**src/osp_params.svh**
```systemverilog
// Register offsets, field positions, reset values and widths of the pulse block.
`ifndef OSP_PARAMS_SVH
`define OSP_PARAMS_SVH

`define OSP_ADR_OUT_EN 8'h00
`define OSP_ADR_OUT_BITS 8'h04
`define OSP_ADR_PORT_DIR 8'h08
`define OSP_ADR_IRQ_REQ 8'h0c
`define OSP_ADR_IRQ_MASK 8'h10
`define OSP_ADR_START 8'h14
`define OSP_ADR_STATUS 8'h18
`define OSP_ADR_CH0_DATA 8'h1c
`define OSP_ADR_CH3_DATA 8'h20
`define OSP_ADR_MODE 8'h24
`define OSP_ADR_CH0_COUNT 8'h28
`define OSP_ADR_CH3_COUNT 8'h2c

`define OSP_BIT_CH0 0
`define OSP_BIT_CH3 3
`define OSP_BIT_PIN31 1
`define OSP_BIT_CH0_IRQ 4
`define OSP_BIT_MODE_CH0_RETRIG 0
`define OSP_BIT_MODE_CH3_RETRIG 1
`define OSP_BIT_STAT_CH0_BUSY 4
`define OSP_BIT_STAT_CH3_BUSY 5
`define OSP_BIT_STAT_PIN_LEVEL 8

`define OSP_RST_OUT_EN 1'b0
`define OSP_RST_OUT_BIT 1'b0
`define OSP_RST_PORT_DIR 8'hff
`define OSP_RST_IRQ_REQ 8'h00
`define OSP_RST_IRQ_MASK 8'hff
`define OSP_RST_DATA 16'h0000
`define OSP_RST_RETRIG 1'b0

`define OSP_CNT_W 16
`define OSP_NUM_CH 2

`endif

```
**src/osp_pkg.sv**
```systemverilog
// Types shared by the one-shot pulse output block.
package osp_pkg;

	// State of the register and output control logic.
	typedef struct packed {
		logic ack;
		logic [31:0] rdata;
		logic oe0;
		logic oe3;
		logic to0;
		logic to3;
		logic [7:0] pm3;
		logic [7:0] irq_request_flags_low;
		logic [7:0] irq_mask_flags_low;
		logic te0;
		logic te3;
		logic [15:0] data0;
		logic [15:0] data3;
		logic retrig0;
		logic retrig3;
		logic trig0;
	} osp_state_t;

	// State of one one-count down counter.
	typedef struct packed {
		logic busy;
		logic done;
		logic [15:0] cnt;
	} osp_chan_state_t;

	// State of a two-stage synchroniser.
	typedef struct packed {
		logic s1;
		logic s2;
	} osp_sync_state_t;

endpackage

```
**src/osp_sync.sv**
```systemverilog
// Two-flop synchroniser for a level arriving from a pin.
`timescale 1ns/10ps
module osp_sync import osp_pkg::*; (
	// Clock and reset.
	input wire logic clk,
	input wire logic sys_rst,
	// Asynchronous level in, synchronised level out.
	input wire logic d,
	output logic q
);
	osp_sync_state_t st_reg;
	osp_sync_state_t st_next;

	always_comb begin
		st_next.s1 = d;
		st_next.s2 = st_reg.s1;
	end

	always_ff @(posedge clk) begin
		if (sys_rst) begin
			st_reg <= '0;
		end else begin
			st_reg <= st_next;
		end
	end

	assign q = st_reg.s2;
endmodule

```
**src/osp_channel.sv**
```systemverilog
// One-count down counter of one timer channel.
`timescale 1ns/10ps
`include "osp_params.svh"
module osp_channel import osp_pkg::*; #(
	parameter int W = `OSP_CNT_W
) (
	// Clock and reset.
	input wire logic clk,
	input wire logic sys_rst,
	// Control.
	input wire logic start,
	input wire logic retrig_ok,
	input wire logic [W-1:0] load,
	// Status.
	output logic busy,
	output logic done,
	output logic [W-1:0] count
);
	osp_chan_state_t st_reg;
	osp_chan_state_t st_next;

	always_comb begin
		st_next = st_reg;
		st_next.done = 1'b0;
		// A trigger while busy restarts only when retrigger is on.
		if (start && (!st_reg.busy || retrig_ok)) begin
			st_next.cnt = 16'(load);
			st_next.busy = 1'b1;
			st_next.done = st_reg.busy;
		end else if (st_reg.busy) begin
			if (st_reg.cnt == 16'h0000) begin
				st_next.busy = 1'b0;
				st_next.done = 1'b1;
			end else begin
				st_next.cnt = st_reg.cnt - 16'h0001;
			end
		end
	end

	always_ff @(posedge clk) begin
		if (sys_rst) begin
			st_reg <= '0;
		end else begin
			st_reg <= st_next;
		end
	end

	assign busy = st_reg.busy;
	assign done = st_reg.done;
	assign count = W'(st_reg.cnt);
endmodule

```
**src/osp_top.sv**
```systemverilog
// Output and start control of a two-channel one-shot pulse generator.
// Operation
// A delay channel and a width channel together make one pulse.
// With output enable clear, counting leaves the output bit alone.
// With output enable set, counting drives the bit; writes are ignored.
// Output enable of channel n sits at bit n, so bits 0 and 3.
// Direction bit 0 drives the pin, 1 releases it as input.
// The master interrupt flag reads 1 while a request is pending.
// Software clears the master interrupt flag before starting.
// The master mask passes the interrupt at 0 and blocks it at 1.
// Writing 1 to the slave start bit sets its run flag.
// Writing 1 to the master start bit sets its run flag.
// Counting starts at the moment the channel mode sets.
// Software starts both channels with one write.
// The slave channel pin carries the one-shot pulse.
// Without retrigger a trigger during counting is ignored, no irq.
// Slave output set on master interrupt, reset on its own.
// The slave starts counting and goes active on the master irq.
// The pin shows the pulse only if enabled and in output mode.
`timescale 1ns/10ps
`include "osp_params.svh"
module osp_top import osp_pkg::*; #(
	parameter int CNT_W = `OSP_CNT_W
) (
	// Clock and reset.
	input wire logic clk,
	input wire logic sys_rst,
	// Wishbone classic slave.
	input wire logic wb_cyc_i,
	input wire logic wb_stb_i,
	input wire logic wb_we_i,
	input wire logic [7:0] wb_adr_i,
	input wire logic [3:0] wb_sel_i,
	input wire logic [31:0] wb_dat_i,
	output logic [31:0] wb_dat_o,
	output logic wb_ack_o,
	// Pulse output pin.
	input wire logic pulse_output_pin_i,
	output logic pulse_output_pin_o,
	output logic pulse_output_pin_oe,
	// Master channel output and interrupt.
	output logic ch0_output_bit,
	output logic ch0_irq_o
);
	osp_state_t st_reg;
	osp_state_t st_next;

	logic [`OSP_NUM_CH-1:0] ch_start;
	logic [`OSP_NUM_CH-1:0] ch_retrig;
	logic [`OSP_NUM_CH-1:0] ch_busy;
	logic [`OSP_NUM_CH-1:0] ch_done;
	logic [CNT_W-1:0] ch_load [`OSP_NUM_CH];
	logic [CNT_W-1:0] ch_count [`OSP_NUM_CH];
	logic ch0_timer_interrupt;
	logic ch3_timer_interrupt;
	logic pin_level;
	logic req;
	logic wr_now;
	logic [7:0] adr;
	logic [31:0] wmask;
	logic [31:0] wdat;

	// Level on the pin, read back while it is an input.
	osp_sync u_pin_sync (
		.clk(clk),
		.sys_rst(sys_rst),
		.d(pulse_output_pin_i),
		.q(pin_level)
	);

	// Index 0 is the delay channel, index 1 the width channel.
	assign ch_load[0] = CNT_W'(st_reg.data0);
	assign ch_load[1] = CNT_W'(st_reg.data3);
	assign ch_retrig[0] = st_reg.retrig0;
	assign ch_retrig[1] = st_reg.retrig3;
	// The delay channel starts on its software trigger.
	assign ch_start[0] = st_reg.trig0 && st_reg.te0;
	// The width channel starts on the delay channel's interrupt.
	assign ch_start[1] = ch0_timer_interrupt && st_reg.te3;

	generate
		for (genvar g = 0; g < `OSP_NUM_CH; g++) begin : g_ch
			osp_channel #(
				.W(CNT_W)
			) u_ch (
				.clk(clk),
				.sys_rst(sys_rst),
				.start(ch_start[g]),
				.retrig_ok(ch_retrig[g]),
				.load(ch_load[g]),
				.busy(ch_busy[g]),
				.done(ch_done[g]),
				.count(ch_count[g])
			);
		end
	endgenerate

	assign ch0_timer_interrupt = ch_done[0];
	assign ch3_timer_interrupt = ch_done[1];

	// Byte lane mask for writes.
	function automatic logic [31:0] lane_mask(input logic [3:0] sel);
		logic [31:0] m;
		m = 32'h00000000;
		for (int i = 0; i < 4; i++) begin
			if (sel[i]) begin
				m[i*8 +: 8] = 8'hff;
			end
		end
		return m;
	endfunction

	// Merge of a write into an 8-bit register.
	function automatic logic [7:0] merge8(input logic [7:0] old,
		input logic [31:0] d, input logic [31:0] m);
		return (old & ~m[7:0]) | (d[7:0] & m[7:0]);
	endfunction

	// Merge of a write into a 16-bit register.
	function automatic logic [15:0] merge16(input logic [15:0] old,
		input logic [31:0] d, input logic [31:0] m);
		return (old & ~m[15:0]) | (d[15:0] & m[15:0]);
	endfunction

	assign req = wb_cyc_i && wb_stb_i;
	// A write takes effect on the edge at which the master sees ack.
	assign wr_now = req && wb_we_i && st_reg.ack;
	assign adr = {wb_adr_i[7:2], 2'b00};
	assign wmask = lane_mask(wb_sel_i);
	assign wdat = wb_dat_i & wmask;

	always_comb begin
		st_next = st_reg;
		st_next.ack = req && !st_reg.ack;
		st_next.trig0 = 1'b0;

		// Read data is captured as ack rises; unmapped words read zero.
		if (req && !st_reg.ack) begin
			if (adr == `OSP_ADR_OUT_EN) begin
				st_next.rdata = 32'h00000000;
				st_next.rdata[`OSP_BIT_CH0] = st_reg.oe0;
				st_next.rdata[`OSP_BIT_CH3] = st_reg.oe3;
			end else if (adr == `OSP_ADR_OUT_BITS) begin
				st_next.rdata = 32'h00000000;
				st_next.rdata[`OSP_BIT_CH0] = st_reg.to0;
				st_next.rdata[`OSP_BIT_CH3] = st_reg.to3;
			end else if (adr == `OSP_ADR_PORT_DIR) begin
				st_next.rdata = {24'h000000, st_reg.pm3};
			end else if (adr == `OSP_ADR_IRQ_REQ) begin
				st_next.rdata = {24'h000000, st_reg.irq_request_flags_low};
			end else if (adr == `OSP_ADR_IRQ_MASK) begin
				st_next.rdata = {24'h000000, st_reg.irq_mask_flags_low};
			end else if (adr == `OSP_ADR_STATUS) begin
				st_next.rdata = 32'h00000000;
				st_next.rdata[`OSP_BIT_CH0] = st_reg.te0;
				st_next.rdata[`OSP_BIT_CH3] = st_reg.te3;
				st_next.rdata[`OSP_BIT_STAT_CH0_BUSY] = ch_busy[0];
				st_next.rdata[`OSP_BIT_STAT_CH3_BUSY] = ch_busy[1];
				st_next.rdata[`OSP_BIT_STAT_PIN_LEVEL] = pin_level;
			end else if (adr == `OSP_ADR_CH0_DATA) begin
				st_next.rdata = {16'h0000, st_reg.data0};
			end else if (adr == `OSP_ADR_CH3_DATA) begin
				st_next.rdata = {16'h0000, st_reg.data3};
			end else if (adr == `OSP_ADR_MODE) begin
				st_next.rdata = 32'h00000000;
				st_next.rdata[`OSP_BIT_MODE_CH0_RETRIG] = st_reg.retrig0;
				st_next.rdata[`OSP_BIT_MODE_CH3_RETRIG] = st_reg.retrig3;
			end else if (adr == `OSP_ADR_CH0_COUNT) begin
				st_next.rdata = {16'h0000, 16'(ch_count[0])};
			end else if (adr == `OSP_ADR_CH3_COUNT) begin
				st_next.rdata = {16'h0000, 16'(ch_count[1])};
			end else begin
				st_next.rdata = 32'h00000000;
			end
		end

		// Register writes.
		if (wr_now) begin
			if (adr == `OSP_ADR_OUT_EN) begin
				if (wmask[`OSP_BIT_CH0]) begin
					st_next.oe0 = wdat[`OSP_BIT_CH0];
				end
				if (wmask[`OSP_BIT_CH3]) begin
					st_next.oe3 = wdat[`OSP_BIT_CH3];
				end
			end else if (adr == `OSP_ADR_OUT_BITS) begin
				// Software sets a level only while counting does not own it.
				if (wmask[`OSP_BIT_CH0] && !st_reg.oe0) begin
					st_next.to0 = wdat[`OSP_BIT_CH0];
				end
				if (wmask[`OSP_BIT_CH3] && !st_reg.oe3) begin
					st_next.to3 = wdat[`OSP_BIT_CH3];
				end
			end else if (adr == `OSP_ADR_PORT_DIR) begin
				st_next.pm3 = merge8(st_reg.pm3, wb_dat_i, wmask);
			end else if (adr == `OSP_ADR_IRQ_REQ) begin
				st_next.irq_request_flags_low = merge8(st_reg.irq_request_flags_low, wb_dat_i, wmask);
			end else if (adr == `OSP_ADR_IRQ_MASK) begin
				st_next.irq_mask_flags_low = merge8(st_reg.irq_mask_flags_low, wb_dat_i, wmask);
			end else if (adr == `OSP_ADR_START) begin
				// A 0 in a start bit does nothing; both bits may go together.
				if (wdat[`OSP_BIT_CH0]) begin
					st_next.te0 = 1'b1;
					st_next.trig0 = 1'b1;
				end
				if (wdat[`OSP_BIT_CH3]) begin
					st_next.te3 = 1'b1;
				end
			end else if (adr == `OSP_ADR_CH0_DATA) begin
				st_next.data0 = merge16(st_reg.data0, wb_dat_i, wmask);
			end else if (adr == `OSP_ADR_CH3_DATA) begin
				st_next.data3 = merge16(st_reg.data3, wb_dat_i, wmask);
			end else if (adr == `OSP_ADR_MODE) begin
				if (wmask[`OSP_BIT_MODE_CH0_RETRIG]) begin
					st_next.retrig0 = wdat[`OSP_BIT_MODE_CH0_RETRIG];
				end
				if (wmask[`OSP_BIT_MODE_CH3_RETRIG]) begin
					st_next.retrig3 = wdat[`OSP_BIT_MODE_CH3_RETRIG];
				end
			end
		end

		// The master interrupt sets its flag; a set beats a clear.
		if (ch0_timer_interrupt) begin
			st_next.irq_request_flags_low[`OSP_BIT_CH0_IRQ] = 1'b1;
		end

		// Master output toggles on its own interrupt when enabled.
		if (st_reg.oe0 && ch0_timer_interrupt) begin
			st_next.to0 = !st_reg.to0;
		end

		// Slave output: set by master irq, reset by its own; set wins.
		if (st_reg.oe3) begin
			if (ch0_timer_interrupt && st_reg.te3) begin
				st_next.to3 = 1'b1;
			end else if (ch3_timer_interrupt) begin
				st_next.to3 = 1'b0;
			end
		end
	end

	always_ff @(posedge clk) begin
		if (sys_rst) begin
			st_reg.ack <= 1'b0;
			st_reg.rdata <= 32'h00000000;
			st_reg.oe0 <= `OSP_RST_OUT_EN;
			st_reg.oe3 <= `OSP_RST_OUT_EN;
			st_reg.to0 <= `OSP_RST_OUT_BIT;
			st_reg.to3 <= `OSP_RST_OUT_BIT;
			st_reg.pm3 <= `OSP_RST_PORT_DIR;
			st_reg.irq_request_flags_low <= `OSP_RST_IRQ_REQ;
			st_reg.irq_mask_flags_low <= `OSP_RST_IRQ_MASK;
			st_reg.te0 <= 1'b0;
			st_reg.te3 <= 1'b0;
			st_reg.data0 <= `OSP_RST_DATA;
			st_reg.data3 <= `OSP_RST_DATA;
			st_reg.retrig0 <= `OSP_RST_RETRIG;
			st_reg.retrig3 <= `OSP_RST_RETRIG;
			st_reg.trig0 <= 1'b0;
		end else begin
			st_reg <= st_next;
		end
	end

	assign wb_ack_o = st_reg.ack;
	assign wb_dat_o = st_reg.rdata;
	// Output bit drives the pin only in output mode.
	assign pulse_output_pin_o = st_reg.to3;
	assign pulse_output_pin_oe = !st_reg.pm3[`OSP_BIT_PIN31];
	assign ch0_output_bit = st_reg.to0;
	// Pending request passes when the mask bit is 0.
	assign ch0_irq_o = st_reg.irq_request_flags_low[`OSP_BIT_CH0_IRQ] &&
		!st_reg.irq_mask_flags_low[`OSP_BIT_CH0_IRQ];
endmodule

```
**config.mk**
```make
export PLATFORM = sky130hd
export DESIGN_NAME = osp_top
export DESIGN_NICKNAME = d
export VERILOG_FILES = /design/src/osp_pkg.sv /design/src/osp_sync.sv /design/src/osp_channel.sv /design/src/osp_top.sv
export VERILOG_INCLUDE_DIRS = /design/src /design/src/src
export SDC_FILE = /design/constraint.sdc
export NUM_CORES = 1
export LEC_CHECK = 0
export ABC_AREA = 0
export BUFFER_PORTS_ARGS = -buffer_cell sky130_fd_sc_hd__buf_2
export CORE_MARGIN = 3
export CORE_UTILIZATION = 60
export CTS_BUF_LIST = sky130_fd_sc_hd__clkbuf_8 sky130_fd_sc_hd__clkbuf_16
export DETAILED_ROUTE_END_ITERATION = 8
export PLACE_DENSITY_LB_ADDON = 0.05
export SLEW_MARGIN = 20
export SYNTH_ARGS = -nofsm -noshare
export SYNTH_HDL_FRONTEND = slang
export SYNTH_HIERARCHICAL = 1
export SYNTH_SLANG_ARGS = --single-unit
```
**constraint.sdc**
```tcl
create_clock -name clk -period 2.57 [get_ports clk]
set_clock_uncertainty 0.1 [all_clocks]
set_input_delay 0.1285 -clock clk [delete_from_list [all_inputs] [get_ports clk]]
set_output_delay 0.1285 -clock clk [all_outputs]
set_load 0.03 [all_outputs]
```
==> metrics.cfg <==
[sta]
final-hold-violation-count=0
tns_ns=0
min_period_ns=2.37
fmax_mhz=423
period_share_pct=92.1
slew_viol_final=0
max_slew_margin_pct=50.3
hold_ws_ns=0.0307
setup_viol=0
rsz0062_at_grt=no
tightest_slew_ns=0.739

[synth]
ys_warn_count=6
netlist.area_leader.share_pct=36.4
synth_area_leaders=dfxtp_1 (36%), mux2i_1 (8.6%), nor2_1 (5.9%)
synth_top_area_cell=dfxtp_1
seq_area_frac_synth_pct=36.4
syn_area_per_cell_um2=9.27
synth_edf_count=0
yosysUniqueCellTypes=71
syn_inst=712
synth_flop_cell=dfxtp_1
synth_area_um2=6600
synthArstFlopShare_pct=0
ys_ff_latch=120

[cts]
cts_tree=done
cts_root_buffer=clkbuf_8
cts.clk_slew.worst_paths_ns=0.06
clock_sinks=120
cts_buffer_depth=2
insertion_delay_ns=0.54
htreeDepth=4
cts_buffers=17

[detailed_routing]
vias=5733
routed_wl_um=18000
routed_via_density=6.30
wl_per_cell_um=19.8
drtIter0Drc=591
drc_errors=0
ant_nets=0
drtPass1Iterations=5

[die]
rows=37
coreArea_um2=10500
die_y_um=111
io_pins=87
die_w_um=111
start_util_pct=62.8
dieArea_um2=12300

[critical_path]
r2r_cells=5
cp.arrival_ns=2.68
cp.depth=7
ff2ff_setup_slack_ns=0.24
critical-path-max-stage-delay_ns=0.61
cp_slowest_cell=dlygate4sd3_1
cpLargestDelayFamily=buffers and inverters
cp_cell_sequence=dlygate4sd3_1 > buf_2 > nor4b_4 > nand4_4 > mux2i_1 > nor2_1 > dlygate4sd3_1
startpoint=wb_adr_i[7]
crit_path_frequent_cell=dlygate4sd3_1
endpoint_kind=flop
crit_fanout=8
critPathKind=input pin to flop
worstPathRequired_ns=2.88
r2r_start=wb_ack_o$_SDFF_PP0_
cp-start-kind=input pin
cp.buffers_inverters=3

[layout]
multi_input_area_um2=3720
n_fill_cell=791
finalNetCount=816
regArea_um2=2400
postLayoutCellArea_um2=7630
layout-drive-gt1-share_pct=19.9
area_growth_pct=15.7
diodes=0

[grt]
grt_max_degree=63
grt_usage_pct=29.4
grt_pass1_vias=5437
use_met1_pct=41.5
grt_pass1_wl_um=29000
grt.met3_usage_pct=6.60
busiest_layer=met2
overflow=0
grt_antenna_before_repair=0
use_met2_pct=44.3

[min_path]
hp-class=input pin to flop
hold_path_depth=4

[outcome]
outcome=completed

[placed_design]
hpwl_um=12400
io_buffers=50
placed_area_um2=6790
gp_congestion=0.862

[power_and_ir_drop]
power.leakage_uw=0.00322
vdd_drop_max_mv=0.651
p_per_area_nw_per_um2=588

[flow_run]
cap_violations=0

==> metrics by stage <==
stage | util [%] | setup slack, ns | std cells | total power [µW]
floorplan | - | 0.642 | 727 | 2080
global placement | 64.6 | 0.554 | 854 | 2130
detailed placement | 64.6 | 0.513 | 854 | 2140
CTS | 72.5 | 0.148 | 909 | 4510
global route | 72.6 | 0.124 | 910 | 4620
finish | 72.6 | 0.204 | 910 | 4490
==> cells in the mapped netlist (9+ instances only) <==
library cell,n
mux2i_1,57
a22o_1,14
inv_1,23
dfxtp_1,120
nand3_1,12
nand4_1,9
a211o_1,19
clkbuf_1,30
buf_2,11
nor2_1,103
xnor2_1,20
a211oi_1,22
nor3_1,10
a21oi_1,28
a311oi_1,10
o2bb2ai_1,11
buf_4,34
a211oi_2,10
nand2_1,22
==> power breakdown <==
group	total, µW	internal (µW)	switching, µW
clock network	2360	1490	870
logic	265	84.3	180
registers	1870	1860	2.13
total	4490	3440	1050
==> area by class of cell <==
type | instances | area share (%)
multi-input combinational | 504 | 48.7
sequential | 120 | 31.5
timing repair buffer | 96 | 8.82
clock buffer | 18 | 5.61
tap | 136 | 2.23
clock inverter | 13 | 2.03
inverter | 23 | 1.13
==> logic make-up (layout without fill, tap and decap cells) <==
kind of cell             after synthesis  count (layout)  share of synthesized area (%)
other                                  1              16                         0.0568
multiplexers                          64              64                           10.3
XOR/XNOR                              20              20                           2.65
AND/OR/NAND/NOR                      223             223                           19.6
adder cells (fa/ha/maj)                4               4                          0.758
flip-flops                           120             120                           36.4
AO/OA/AOI/OAI                        177             177                           21.9
buffers and inverters                103             150                           8.34
==> placed cells by master, fill, tap and decap left out, types with 19 or more instances in the layout <==
cell	instances
a21oi_1	28
nor2_1	103
a211oi_1	22
nand2_1	22
xnor2_1	20
dfxtp_1	120
mux2i_1	57
buf_2	49
buf_4	21
inv_1	24
a211o_1	19
dlygate4sd3_1	25
==> worst min-delay path by stage <==
stage / slack, ns / start / endpoint
finish: 0.03 / wb_adr_i[5] / wb_dat_o[0]$_SDFFE_PP0P_
detailed placement: 0.25 / pulse_output_pin_i / u_pin_sync/st_next[0]$_SDFF_PP0_
global placement: 0.25 / pulse_output_pin_i / u_pin_sync/st_next[0]$_SDFF_PP0_
floorplan: 0.10 / sys_rst / u_pin_sync/q$_SDFF_PP0_
CTS: 0.004 / wb_adr_i[5] / wb_dat_o[0]$_SDFFE_PP0P_
global route: 0.07 / wb_adr_i[5] / ch0_output_bit$_SDFFE_PP0P_
==> tightest hold or removal path, cell delays in order <==
cell and delay [ns]:
buf_2 0.16, nor3_1 0.10, o21ai_0 0.10, a31o_2 0.15
==> what timing repair did <==
action	4_1_cts	5_1_grt
endpoints found under the hold margin	66	1
endpoints found under the setup margin	0	2
setup buffers	0	0
resized for setup	0	1
hold buffers	24	1
==> per-layer routing <==
layer,routed length [µm],vias to the layer above
met3,1580,31
li1,-,2691
met5,0,-
met1,7890,2752
met4,306,0
met2,8250,259
(Power assumes the default switching activity.)
